**config.mk**
```make
export PLATFORM = sky130hd
export DESIGN_NAME = ipv_ctrl
export DESIGN_NICKNAME = d
export VERILOG_FILES = /design/src/logic/ipv_pkg.sv /design/src/logic/ipv_ctrl.sv /design/src/logic/ipv_lvl_dec.sv
export SDC_FILE = /design/constraint.sdc
export NUM_CORES = 1
export LEC_CHECK = 0
export BUFFER_PORTS_ARGS = -buffer_cell sky130_fd_sc_hd__buf_2
export CAP_MARGIN = 30
export CORE_MARGIN = 5
export CORE_UTILIZATION = 40
export DETAILED_ROUTE_END_ITERATION = 8
export PLACE_DENSITY_LB_ADDON = 0.15
export SLEW_MARGIN = 20
export SYNTH_ARGS = -nofsm -noshare
export SYNTH_HDL_FRONTEND = slang
export SYNTH_SLANG_ARGS = --single-unit
export TNS_END_PERCENT = 50
```
**constraint.sdc**
```tcl
create_clock -name clk -period 55.2 [get_ports clk]
set_clock_uncertainty 0.2 [all_clocks]
set_input_delay 16.56 -clock clk [delete_from_list [all_inputs] [get_ports clk]]
set_output_delay 16.56 -clock clk [all_outputs]
set_load 0.01 [all_outputs]
```
**src/logic/ipv_pkg.sv**
```systemverilog
// Package for the interrupt priority and vector logic.
// Assumes a 40 MHz system clock and an Avalon-MM slave with 32-bit data
// whose registers are 16 bits wide and sit one per aligned word.
`default_nettype none

package ipv_pkg;

  // ************************************************************
  // Register indices (byte address is four times the index)
  // ************************************************************
  localparam logic [4:0] IPV_IDX_LVL4   = 5'h04; // General call level
  localparam logic [4:0] IPV_IDX_LVL5   = 5'h05; // irq_level_select_five
  localparam logic [4:0] IPV_IDX_LVL6   = 5'h06; // irq_level_select_six
  localparam logic [4:0] IPV_IDX_VBASE  = 5'h07; // vector_base
  localparam logic [4:0] IPV_IDX_FSEL0  = 5'h08; // fast_irq0_select
  localparam logic [4:0] IPV_IDX_FLOW0  = 5'h09; // fast0_address_low
  localparam logic [4:0] IPV_IDX_FHIGH0 = 5'h0a; // fast0_address_high
  localparam logic [4:0] IPV_IDX_FSEL1  = 5'h0b; // Fast interrupt 1 select
  localparam logic [4:0] IPV_IDX_FLOW1  = 5'h0c; // Fast interrupt 1 address low
  localparam logic [4:0] IPV_IDX_FHIGH1 = 5'h0d; // Fast interrupt 1 address high
  localparam logic [4:0] IPV_IDX_PEND   = 5'h10; // Pending status, active low

  // ************************************************************
  // Field widths and layout
  // ************************************************************
  localparam int IPV_NUM_SRC   = 15; // Peripheral requests handled here
  localparam int IPV_BASE_W    = 14; // Vector base field, bits 13..0
  localparam int IPV_LOW_W     = 7;  // Vector offset bits appended below
  localparam int IPV_VAB_W     = 21; // Full vector address width
  localparam int IPV_VNUM_W    = 6;  // Fast match field, bits 5..0
  localparam int IPV_FHIGH_W   = 5;  // Upper fast address bits
  localparam int IPV_LVL6_W    = 12; // Used bits of the sixth level register

  // ************************************************************
  // Level field encodings
  // ************************************************************
  localparam logic [1:0] IPV_FLD_OFF = 2'h0; // Request disabled
  localparam logic [1:0] IPV_LVL_TOP = 2'h2; // Highest level a request may get

  // ************************************************************
  // Reset values
  // ************************************************************
  localparam logic [15:0] IPV_RST_LVL   = 16'h0000; // All requests disabled
  localparam logic [15:0] IPV_RST_VBA_A = 16'h0000; // Variant A, vector 0x000000
  localparam logic [15:0] IPV_RST_VBA_B = 16'h0080; // Variant B, vector 0x004000
  localparam logic [15:0] IPV_RST_ZERO  = 16'h0000;

  // Vector number of each request, index order matches the level fields
  localparam logic [5:0] IPV_VNUM [IPV_NUM_SRC] = '{
    6'h28, 6'h29, 6'h2a, 6'h2b, 6'h2c, 6'h2d, 6'h2e, 6'h2f,
    6'h30, 6'h31, 6'h32, 6'h33, 6'h34, 6'h35, 6'h36
  };

endpackage : ipv_pkg

`default_nettype wire

```
**src/logic/ipv_ctrl.sv**
```systemverilog
// Interrupt priority and vector logic: level fields, vector base,
// fast interrupt selection and arbitration toward the processor core.
// Assumes request inputs are levels from logic on clk, and an Avalon-MM
// master that holds each request until waitrequest is low.
`default_nettype none

module ipv_ctrl #(
  parameter logic [15:0] VBA_RESET = ipv_pkg::IPV_RST_VBA_A // Variant reset
) (
  input  wire logic                           clk,             // System clock
  input  wire logic                           sys_rst,         // Sync reset
  input  wire logic [6:0]                     avs_address,     // Byte address
  input  wire logic                           avs_read,        // Read strobe
  input  wire logic                           avs_write,       // Write strobe
  input  wire logic [31:0]                    avs_writedata,   // Write data
  output logic [31:0]                         avs_readdata,    // Read data
  output logic                                avs_waitrequest, // Stall
  input  wire logic [ipv_pkg::IPV_NUM_SRC-1:0] irq_req,        // Requests
  output logic                                core_irq,        // Request to core
  output logic [1:0]                          core_level,      // Level 0..2
  output logic                                core_fast,       // Fast vector used
  output logic [ipv_pkg::IPV_VAB_W-1:0]       vector_address_bus // Vector
);
  import ipv_pkg::*;

  // ************************************************************
  // Declarations
  // ************************************************************
  logic [1:0]             lvl4_r, lvl4_nxt;     // General call field only
  logic [15:0]            lvl5_r, lvl5_nxt;     // irq_level_select_five
  logic [IPV_LVL6_W-1:0]  lvl6_r, lvl6_nxt;     // irq_level_select_six
  logic [IPV_BASE_W-1:0]  vbase_r, vbase_nxt;   // vector_base
  logic [IPV_VNUM_W-1:0]  fsel0_r, fsel0_nxt;   // fast_irq0_select
  logic [IPV_VNUM_W-1:0]  fsel1_r, fsel1_nxt;   // Fast interrupt 1 select
  logic [15:0]            flow0_r, flow0_nxt;   // fast0_address_low
  logic [IPV_FHIGH_W-1:0] fhigh0_r, fhigh0_nxt; // fast0_address_high
  logic [15:0]            flow1_r, flow1_nxt;   // Fast 1 address low
  logic [IPV_FHIGH_W-1:0] fhigh1_r, fhigh1_nxt; // Fast 1 address high
  logic                   ack_r, ack_nxt;       // Second cycle of an access
  logic [31:0]            rdata_r, rdata_nxt;   // Registered read data
  logic                   irq_r, irq_nxt;       // Core request
  logic [1:0]             clvl_r, clvl_nxt;     // Core level
  logic                   fast_r, fast_nxt;     // Fast vector flag
  logic [IPV_VAB_W-1:0]   vab_r, vab_nxt;       // Vector address

  logic [2*IPV_NUM_SRC-1:0] fields;             // All level fields, packed
  logic [IPV_NUM_SRC-1:0]   src_en;             // Field not disabled
  logic [1:0]               src_lvl [IPV_NUM_SRC]; // Decoded levels
  logic [IPV_NUM_SRC-1:0]   pend;               // Enabled and requesting
  logic [4:0]               idx;                // Register index
  logic                     wr_go;              // Write takes effect now
  logic                     rd_go;              // Capture read data now

  // ************************************************************
  // Level field layout and decode
  // ************************************************************
  // Packing order puts request i at bits 2i+1..2i, so sources run
  // general call, timer B 0..3, comparator A/B, interval timers 0/1
  // from the fifth register, then interval timer 2 upward to PWM fault
  assign fields = {lvl6_r, lvl5_r, lvl4_r};

  // One decoder per request; shared code keeps all fields alike
  for (genvar g = 0; g < IPV_NUM_SRC; g++) begin : g_dec
    ipv_lvl_dec u_dec (
      .field   (fields[2*g +: 2]),
      .enabled (src_en[g]),
      .level   (src_lvl[g])
    );
  end

  // A disabled request never counts as pending
  assign pend = irq_req & src_en;

  // ************************************************************
  // Avalon-MM handshake
  // ************************************************************
  // Every access waits one cycle so read data can come from a flop
  assign idx             = avs_address[6:2];
  assign avs_waitrequest = (avs_read | avs_write) & ~ack_r;
  assign wr_go           = avs_write & ack_r;
  assign rd_go           = avs_read & ~ack_r;
  assign avs_readdata    = rdata_r;

  // Handshake and read data next state
  always_comb begin
    ack_nxt   = (avs_read | avs_write) & ~ack_r;
    rdata_nxt = rdata_r;
    if (rd_go) begin
      rdata_nxt = 32'h0; // Unmapped words and reserved bits read zero, except status bit 15
      unique case (idx)
        IPV_IDX_LVL4:   rdata_nxt[1:0]             = lvl4_r;
        IPV_IDX_LVL5:   rdata_nxt[15:0]            = lvl5_r;
        IPV_IDX_LVL6:   rdata_nxt[IPV_LVL6_W-1:0]  = lvl6_r;
        IPV_IDX_VBASE:  rdata_nxt[IPV_BASE_W-1:0]  = vbase_r;
        IPV_IDX_FSEL0:  rdata_nxt[IPV_VNUM_W-1:0]  = fsel0_r;
        IPV_IDX_FLOW0:  rdata_nxt[15:0]            = flow0_r;
        IPV_IDX_FHIGH0: rdata_nxt[IPV_FHIGH_W-1:0] = fhigh0_r;
        IPV_IDX_FSEL1:  rdata_nxt[IPV_VNUM_W-1:0]  = fsel1_r;
        IPV_IDX_FLOW1:  rdata_nxt[15:0]            = flow1_r;
        IPV_IDX_FHIGH1: rdata_nxt[IPV_FHIGH_W-1:0] = fhigh1_r;
        IPV_IDX_PEND: begin
          // Zero marks a pending request; spare bits read one
          rdata_nxt[15:0] = 16'hffff;
          rdata_nxt[IPV_NUM_SRC-1:0] = ~pend;
        end
        default: rdata_nxt = 32'h0;
      endcase
    end
  end

  // Handshake registers
  always_ff @(posedge clk) begin
    if (sys_rst) begin
      ack_r   <= 1'b0;
      rdata_r <= 32'h0;
    end else begin
      ack_r   <= ack_nxt;
      rdata_r <= rdata_nxt;
    end
  end

  // ************************************************************
  // Configuration registers
  // ************************************************************
  // Reserved bits are not stored, so stray ones written there are
  // dropped and always read back as zero
  always_comb begin
    lvl4_nxt   = lvl4_r;
    lvl5_nxt   = lvl5_r;
    lvl6_nxt   = lvl6_r;
    vbase_nxt  = vbase_r;
    fsel0_nxt  = fsel0_r;
    fsel1_nxt  = fsel1_r;
    flow0_nxt  = flow0_r;
    fhigh0_nxt = fhigh0_r;
    flow1_nxt  = flow1_r;
    fhigh1_nxt = fhigh1_r;
    if (wr_go) begin
      unique case (idx)
        IPV_IDX_LVL4:   lvl4_nxt   = avs_writedata[1:0];
        IPV_IDX_LVL5:   lvl5_nxt   = avs_writedata[15:0];
        IPV_IDX_LVL6:   lvl6_nxt   = avs_writedata[IPV_LVL6_W-1:0];
        IPV_IDX_VBASE:  vbase_nxt  = avs_writedata[IPV_BASE_W-1:0];
        IPV_IDX_FSEL0:  fsel0_nxt  = avs_writedata[IPV_VNUM_W-1:0];
        IPV_IDX_FLOW0:  flow0_nxt  = avs_writedata[15:0];
        IPV_IDX_FHIGH0: fhigh0_nxt = avs_writedata[IPV_FHIGH_W-1:0];
        IPV_IDX_FSEL1:  fsel1_nxt  = avs_writedata[IPV_VNUM_W-1:0];
        IPV_IDX_FLOW1:  flow1_nxt  = avs_writedata[15:0];
        IPV_IDX_FHIGH1: fhigh1_nxt = avs_writedata[IPV_FHIGH_W-1:0];
        default: begin
          // Writes to the status word or unmapped words are ignored
          lvl4_nxt = lvl4_r;
        end
      endcase
    end
  end

  // Configuration flops
  always_ff @(posedge clk) begin
    if (sys_rst) begin
      lvl4_r   <= IPV_RST_LVL[1:0];
      lvl5_r   <= IPV_RST_LVL;
      lvl6_r   <= IPV_RST_LVL[IPV_LVL6_W-1:0];
      vbase_r  <= VBA_RESET[IPV_BASE_W-1:0];
      fsel0_r  <= IPV_RST_ZERO[IPV_VNUM_W-1:0];
      fsel1_r  <= IPV_RST_ZERO[IPV_VNUM_W-1:0];
      flow0_r  <= IPV_RST_ZERO;
      fhigh0_r <= IPV_RST_ZERO[IPV_FHIGH_W-1:0];
      flow1_r  <= IPV_RST_ZERO;
      fhigh1_r <= IPV_RST_ZERO[IPV_FHIGH_W-1:0];
    end else begin
      lvl4_r   <= lvl4_nxt;
      lvl5_r   <= lvl5_nxt;
      lvl6_r   <= lvl6_nxt;
      vbase_r  <= vbase_nxt;
      fsel0_r  <= fsel0_nxt;
      fsel1_r  <= fsel1_nxt;
      flow0_r  <= flow0_nxt;
      fhigh0_r <= fhigh0_nxt;
      flow1_r  <= flow1_nxt;
      fhigh1_r <= fhigh1_nxt;
    end
  end

  // ************************************************************
  // Arbitration and vector formation
  // ************************************************************
  // Fast matches are checked first; otherwise the highest level wins
  // and ties fall to the smaller vector number. Software is expected to
  // put fast requests at level two; if it does not, the fast request
  // still wins here, which is one of the allowed undefined outcomes.
  always_comb begin
    logic                  found;
    logic                  hit0;
    logic                  hit1;
    logic [1:0]            best_lvl;
    logic [IPV_VNUM_W-1:0] best_vec;
    logic [1:0]            lvl0;
    logic [1:0]            lvl1;
    found    = 1'b0;
    hit0     = 1'b0;
    hit1     = 1'b0;
    best_lvl = 2'h0;
    best_vec = '0;
    lvl0     = 2'h0;
    lvl1     = 2'h0;
    for (int i = 0; i < IPV_NUM_SRC; i++) begin
      if (pend[i] && (IPV_VNUM[i] == fsel0_r)) begin
        hit0 = 1'b1;
        lvl0 = src_lvl[i];
      end
      if (pend[i] && (IPV_VNUM[i] == fsel1_r)) begin
        hit1 = 1'b1;
        lvl1 = src_lvl[i];
      end
      if (pend[i] && (!found || (src_lvl[i] > best_lvl) ||
          ((src_lvl[i] == best_lvl) && (IPV_VNUM[i] < best_vec)))) begin
        found    = 1'b1;
        best_lvl = src_lvl[i];
        best_vec = IPV_VNUM[i];
      end
    end
    irq_nxt  = found;
    fast_nxt = hit0 | hit1;
    if (hit0) begin
      // Fast zero first, with its own 21-bit address
      clvl_nxt = lvl0;
      vab_nxt  = {fhigh0_r, flow0_r};
    end else if (hit1) begin
      clvl_nxt = lvl1;
      vab_nxt  = {fhigh1_r, flow1_r};
    end else if (found) begin
      clvl_nxt = best_lvl;
      vab_nxt  = {vbase_r, 1'b0, best_vec};
    end else begin
      // Idle: level zero, vector parked at the table base
      clvl_nxt = 2'h0;
      vab_nxt  = {vbase_r, {IPV_LOW_W{1'b0}}};
    end
    if (clvl_nxt > IPV_LVL_TOP) begin
      clvl_nxt = IPV_LVL_TOP;
    end
  end

  // Core-facing flops, one cycle behind the requests
  always_ff @(posedge clk) begin
    if (sys_rst) begin
      irq_r  <= 1'b0;
      clvl_r <= 2'h0;
      fast_r <= 1'b0;
      vab_r  <= {VBA_RESET[IPV_BASE_W-1:0], {IPV_LOW_W{1'b0}}};
    end else begin
      irq_r  <= irq_nxt;
      clvl_r <= clvl_nxt;
      fast_r <= fast_nxt;
      vab_r  <= vab_nxt;
    end
  end

  // ************************************************************
  // Outputs
  // ************************************************************
  assign core_irq           = irq_r;
  assign core_level         = clvl_r;
  assign core_fast          = fast_r;
  assign vector_address_bus = vab_r;

endmodule : ipv_ctrl

`default_nettype wire

```
**src/logic/ipv_lvl_dec.sv**
```systemverilog
// Decoder for one two-bit request level field.
// Assumes the field comes from a register on the same clock.
`default_nettype none

module ipv_lvl_dec (
  input  wire logic [1:0] field,   // Raw two-bit level field
  output logic            enabled, // Request may reach the core
  output logic [1:0]      level    // Decoded level 0..2
);
  import ipv_pkg::*;

  // ************************************************************
  // Decode
  // ************************************************************
  // 00 disables, 01/10/11 give levels 0/1/2; level 3 cannot arise
  always_comb begin
    enabled = (field != IPV_FLD_OFF);
    level   = enabled ? (field - 2'h1) : IPV_FLD_OFF;
  end

endmodule : ipv_lvl_dec

`default_nettype wire

```
Word level (Yosys, flattened, before mapping) --
Cells that the tools add are included.
Storage, ports and cells: output and inout bits 58, word-level logic and storage cells 383, flip-flop bits (word level) 140, bits of input ports 58
Operators by class: multiplexer cells 133, bitwise operators 8, $lt $le $gt $ge 29, $add $sub $neg 15, equal/unequal tests 55, reduce and logical (&&, ||, !) cells 126
Operators with widths (count):
- equality test 6 bit, first input constant | 30
- two-way mux 2 bit | 64
- two-way mux 6 bit | 16
- < comparator 6 bit, first input constant | 14
- logical AND 1 bit | 58
- two-way mux 1 bit | 45
- two-way mux 21 bit | 2
- one-hot mux 6 bit (6 select lines) | 1
- equality test 5 x 4 -> 1 bit, second input constant | 6
- one-hot mux 3 bit (10 select lines) | 1
- nonzero test 2 bit | 15
- subtractor 2 x 1 -> 2 bit, second input constant | 15
- equality test 2 bit | 14
- > comparator 2 bit | 14
- logical OR 1 bit | 28
- one-hot mux 2 bit (11 select lines) | 1
- equality test 5 x 3 -> 1 bit, second input constant | 4
- AND reduction 2 bit | 10
- bitwise AND 15 bit | 1
- NOT 15 bit | 1
- zero test 1 bit | 14
- one-hot mux 2 bit (5 select lines) | 1
- one-hot mux 1 bit (8 select lines) | 1
- one-hot mux 2 bit (4 select lines) | 1
- other kinds (6) | 9

Longest topological paths before layout --
depth in word-level cells 78, depth in mapped cells 102, depth with buffers taken out 101

Hierarchy --
From an unflattened synthesis, not the netlist that was laid out.
Unflattened totals: cells, all modules 1189, area total of the unflattened synthesis 8793.4 µm²
By module, submodules not included:
- ipv_ctrl | cells an instance 1144, instances 1, area an instance 8455.6 µm², sequential area each 2802.7 µm²
- ipv_lvl_dec | cells an instance 3, instances 15, area an instance 22.5 µm², sequential area each 0.0 µm²

Least setup slack after synthesis --
Ideal clock, no wire load.
path type input to output, start point input port avs_read, end point output port avs_waitrequest, slack 21.686 ns, stages on the path 2, path buffers 0, data arrival time 16.754 ns, path through nor2_1 nor2_1
On the way: cells in the longest elaborated chain, start to end 2
RTL lines:
- start: declaration | line ipv_ctrl.sv:13 | input wire logic avs_read,
- bitwise OR 1 bit | line ipv_ctrl.sv:79 | assign avs_waitrequest = (avs_read | avs_write) & ~ack_r;
- bitwise AND 1 bit | line ipv_ctrl.sv:79
- end: declaration | line ipv_ctrl.sv:17 | output logic avs_waitrequest,
No other way between the ends.

Worst setup path in the final report --
start point input port irq_req[0] (netlist name), end point register vab_r[1], in the netlist vector_address_bus[1]
On the way: cells in the longest elaborated chain, start to end 75, elaborated cells on any way between the ends 192, classes of those cells order compare (28); eq/ne (14); mux (77); bitwise (1); reduce/logical (72)
RTL lines:
- start: declaration | line ipv_ctrl.sv:18 | input wire logic [ipv_pkg::IPV_NUM_SRC-1:0] irq_req,
- bitwise AND 15 bit * | line ipv_ctrl.sv:72 | assign pend = irq_req & src_en;
- two-way mux 6 bit, or another cell as far along | line ipv_ctrl.sv:216 | if (pend[i] && (!found || (src_lvl[i] > best_lvl) ||
- < comparator 6 bit, or another cell as far along | line ipv_ctrl.sv:217 | ((src_lvl[i] == best_lvl) && (IPV_VNUM[i] < best_vec)))) begin
- logical AND 1 bit or logical OR 1 bit (tied branches) | line ipv_ctrl.sv:217, ipv_ctrl.sv:216
- logical OR 1 bit | line ipv_ctrl.sv:216
- logical AND 1 bit | line ipv_ctrl.sv:216
- two-way mux 6 bit, or another cell as far along | line ipv_ctrl.sv:216
- < comparator 6 bit, or another cell as far along | line ipv_ctrl.sv:217
- [59 not listed]
- < comparator 6 bit, or another cell as far along | line ipv_ctrl.sv:217
- logical AND 1 bit or logical OR 1 bit (tied branches) | line ipv_ctrl.sv:217, ipv_ctrl.sv:216
- logical OR 1 bit | line ipv_ctrl.sv:216
- logical AND 1 bit | line ipv_ctrl.sv:216
- two-way mux 6 bit or two-way mux 1 bit (tied branches) | line ipv_ctrl.sv:216
- two-way mux 6 bit | line ipv_ctrl.sv:232 | end else if (found) begin
- two-way mux 21 bit | line ipv_ctrl.sv:229 | end else if (hit1) begin
- two-way mux 21 bit * | line ipv_ctrl.sv:225 | if (hit0) begin
- end signal: assignment | line ipv_ctrl.sv:251 | vab_r <= {VBA_RESET[IPV_BASE_W-1:0], {IPV_LOW_W{1'b0}}};
- end signal: assignment | line ipv_ctrl.sv:256 | vab_r <= vab_nxt;
- end: declaration | line ipv_ctrl.sv:44 | logic [IPV_VAB_W-1:0] vab_r, vab_nxt;
Mark *: on every way between the ends. The rest lies on a longest branch, timed or not. A chain may end at the register's enable or synchronous reset.

==> summary.txt <==
Run status
  • Run status: complete, no violations

Timing
  • Shortest clock period the worst path allows after layout: 35.12 ns
  • Number of endpoints failing setup at the final stage: 0
  • Worst Tran Pin Value: 0.9787 ns
  • Fin worst setup slack: 20.08 ns
  • Slew HR: 34.67%
  • Number of pins exceeding their max-slew limit in the final report: 0
  • Max Freq: 28.47 MHz
  • Setup repair after global routing missed its margin: no
  • Setup Total Neg Slack: 0 ns
  • Hold_ws: 0.2726 ns
  • Hold Vio Cnt, Final: 0
  • Crit share post-route: 63.62%

Finish
  • Number of diodes: 0
  • Share of cells above drive strength 1: 13.79%
  • Final-stage net count: 1291
  • Synthesis-to-finish area growth: 12.86%
  • Post-route cell area: 0.009947 mm2
  • Final Non-Filler Cells: 1498

Global route
  • Wire length of the first global-routing pass: 49.45 mm
  • Total global routing track utilization: 25.74%
  • GRT overflow: 0
  • Number of global-route vias before repair: 8376
  • Antenna violations before repair: 0
  • Largest net degree at the start of global routing: 94

Clock network
  • Maximum level of the CTS H-tree: 4
  • Post-cts sizing count: 0
  • Insertion delay to the later sink of the worst-skew pair: 0.43 ns
  • CTS tree: built
  • Number of buffers inserted by hold repair at cts: 0
  • Clock Tree Buf Depth: 2
  • CTS clock-pin slew for the worst setup and hold paths: 0.06 ns
  • Post-CTS setup buffers: 0
  • Clock root buffer: clkbuf_16
  • Clock sink total: 140
  • TritonCTS Buffers: 17

Detailed routing
  • Post-detailed-route via-to-cell ratio: 6.005
  • DR WL/cell: 21.83 um
  • DRT Wirelength: 32.70 mm
  • First-pass iteration count of the detailed router: 5
  • Count of routing violations after the opening detailed-route iteration: 797
  • Via count of the routed design: 8996
  • Post-route DRC violation count: 0
  • Number of nets with antenna violations after detailed routing: 0

Place
  • Pre-CTS worst setup slack: 19.82 ns
  • Sum of net half-perimeters after detailed placement: 24.00 mm
  • Placer Congestion: 1.008
  • Instance area at placement: 0.009276 mm2
  • Number of port buffers: 81
  • Number of placed instances, taps included: 1464

Yosys
  • Library cell occupying the most area in the post-synthesis netlist: dfxtp_1
  • Most repeated cell in the gate-level netlist after synthesis: nand2_1
  • Number of synthesized register bits: 140
  • Number of enable-type register cells in the synthesized netlist: 0
  • Most used standard cells in the synthesized netlist: 236 x nand2_1, 140 x dfxtp_1, 116 x a21oi_1, 86 x nor2_1, 60 x clkbuf_1
  • Distinct cell type count after synthesis: 82
  • Sequential cell area fraction in the yosys report: 31.80%
  • Instance count of the mapped netlist: 1168
  • Top cell type's share of synthesized area: 31.80%
  • Post-synthesis average cell area: 7.546 um2
  • Largest cells by area after synthesis: dfxtp_1 32%, nand2_1 10%, a21oi_1 6.6%, ha_1 4.0%, mux2i_1 3.9%
  • Number of synthesis warnings: 0
  • Mapped cell area: 0.008813 mm2
  • Dominant synthesized flop cell: dfxtp_1
  • Ys async rst share: 0%

Floorplanning
  • Die area: 0.02510 mm2
  • I/O pins: 116
  • Site Rows: 54
  • Initial Utilization: 40.51%
  • Total core area: 0.02176 mm2
  • Height of the die: 158.4 um
  • Horizontal die dimension: 158.4 um

Setup path
  • Crit path largest cell delay: 0.48 ns
  • CP dominant cell by count: ha_1
  • Worst EP arrival: 35.17 ns
  • Critical-path maximum fanout: 10
  • Kind of start point of the critical path: primary input
  • Cell with the largest stage delay on the worst path: a21oi_1
  • Element type at the critical path end: register
  • Register-to-register path setup slack: 35.63 ns
  • Reg2reg end: vector_address_bus[1]
  • Type of the setup path with the least slack: in -> reg
  • R2r startpoint: lvl4_r[0]
  • Required time worst endpoint: 55.25 ns
  • Number of cell instances on the worst register-to-register path: 91

Pwr
  • Standby leakage power: 3.764 nW
  • Pwr Density: 24.15 mW/mm2
  • VDD IR max: 0.02279 mV

Min path
  • Hold EP: flow1_r[15]
  • Hold depth: 2
  • Launch instance of the worst min-delay path: flow1_r[15]
  • Path class of the lowest-slack min-delay path: reg -> reg

Job
  • Max Cap Viol: 0
-- through the flow --
stage	utilization, %	total power [mW]
3_3_place_gp	42.55	0.1177
2_1_floorplan	-	0.1126
6_report	45.72	0.2402
5_1_grt	45.72	0.2474
3_5_place_dp	42.64	0.1178
4_1_cts	45.57	0.2408
-- critical path, delay by kind of cell --
| family | cells | cell delay (ns) |
|---|---|---|
| adder cells (fa/ha/maj) | 14 | 3.90 |
| buffers and inverters | 6 | 0.55 |
| AO/OA/AOI/OAI | 46 | 9.77 |
| multiplexers | 2 | 0.63 |
| AND/OR/NAND/NOR | 24 | 3.79 |
-- cells by family after synthesis --
family / count (synthesis) / share of synthesized area (%)
compound gates: 353 / 27.71
fa+ha+maj: 28 / 3.975
buf+inv: 122 / 6.346
flops: 140 / 31.80
mux: 36 / 4.117
other cells: 1 / 0.04255
simple gates: 488 / 26.01
-- placed cells by master (no fill, tap or decap), types with 23 or more instances in the layout --
cell type and n:
buf_2 80, mux2i_1 34, nand2_1 236, nor2_1 86
dfxtp_1 140, inv_1 30, a21oi_1 116, ha_1 28
nor3_1 27, a22oi_1 25, nand3_1 24, a211oi_1 25
o21ai_0 37, nor2b_1 23
-- final cells by class --
class	instances	area [um2]
fillers	2250	11810
multi-input cells	921	5517
flip-flops and latches	140	2803
repair buffers	93	519.2
clock buffers	17	425.4
well taps	280	350.3
clock inverters	15	212.7
inverters	32	120.1
-- metal layers --
layer / vias to the layer above / GRT usage, % / wire length, um / share of wire [%]
met3: 65 / 3.343 / 2157 / 6.6
met2: 386 / 41.76 / 15180 / 46
met5: - / 0 / 0 / 0
met4: 0 / 8.611 / 921 / 2.8
li1: 4252 / - / - / -
met1: 4293 / 35.46 / 14450 / 44
-- state kept, by name, indices dropped and copies added (netlist names), 5 cells and up --
register,flops
avs_readdata,16
fhigh1_r,5
vector_address_bus,21
flow1_r,16
fsel0_r,6
flow0_r,16
vbase_r,14
lvl5_r,16
lvl6_r,12
fhigh0_r,5
fsel1_r,6
-- worst max path at each step --
| stage | depth (start not counted) | slack [ns] | endpoint | from |
|---|---|---|---|---|
| after global placement | 93 | 19.89 | vector_address_bus[1] | irq_req[0] |
| final | 92 | 20.08 | vector_address_bus[1] | irq_req[0] |
| after global routing | 92 | 18.56 | vector_address_bus[3] | irq_req[0] |
| after detailed placement | 93 | 19.82 | vector_address_bus[1] | irq_req[0] |
| after floorplan | 2 | 21.69 | avs_waitrequest | avs_read |
| after CTS | 93 | 20.18 | vector_address_bus[1] | irq_req[0] |
-- report_power, final --
part	leakage, nW	switching (mW)	total (mW)	internal (mW)
registers	1.13	0.000578	0.102	0.102
clock network	0.300	0.0477	0.124	0.0764
logic	2.33	0.00953	0.0137	0.00412
total	3.76	0.0578	0.240	0.182
(Power assumes the default switching activity.)
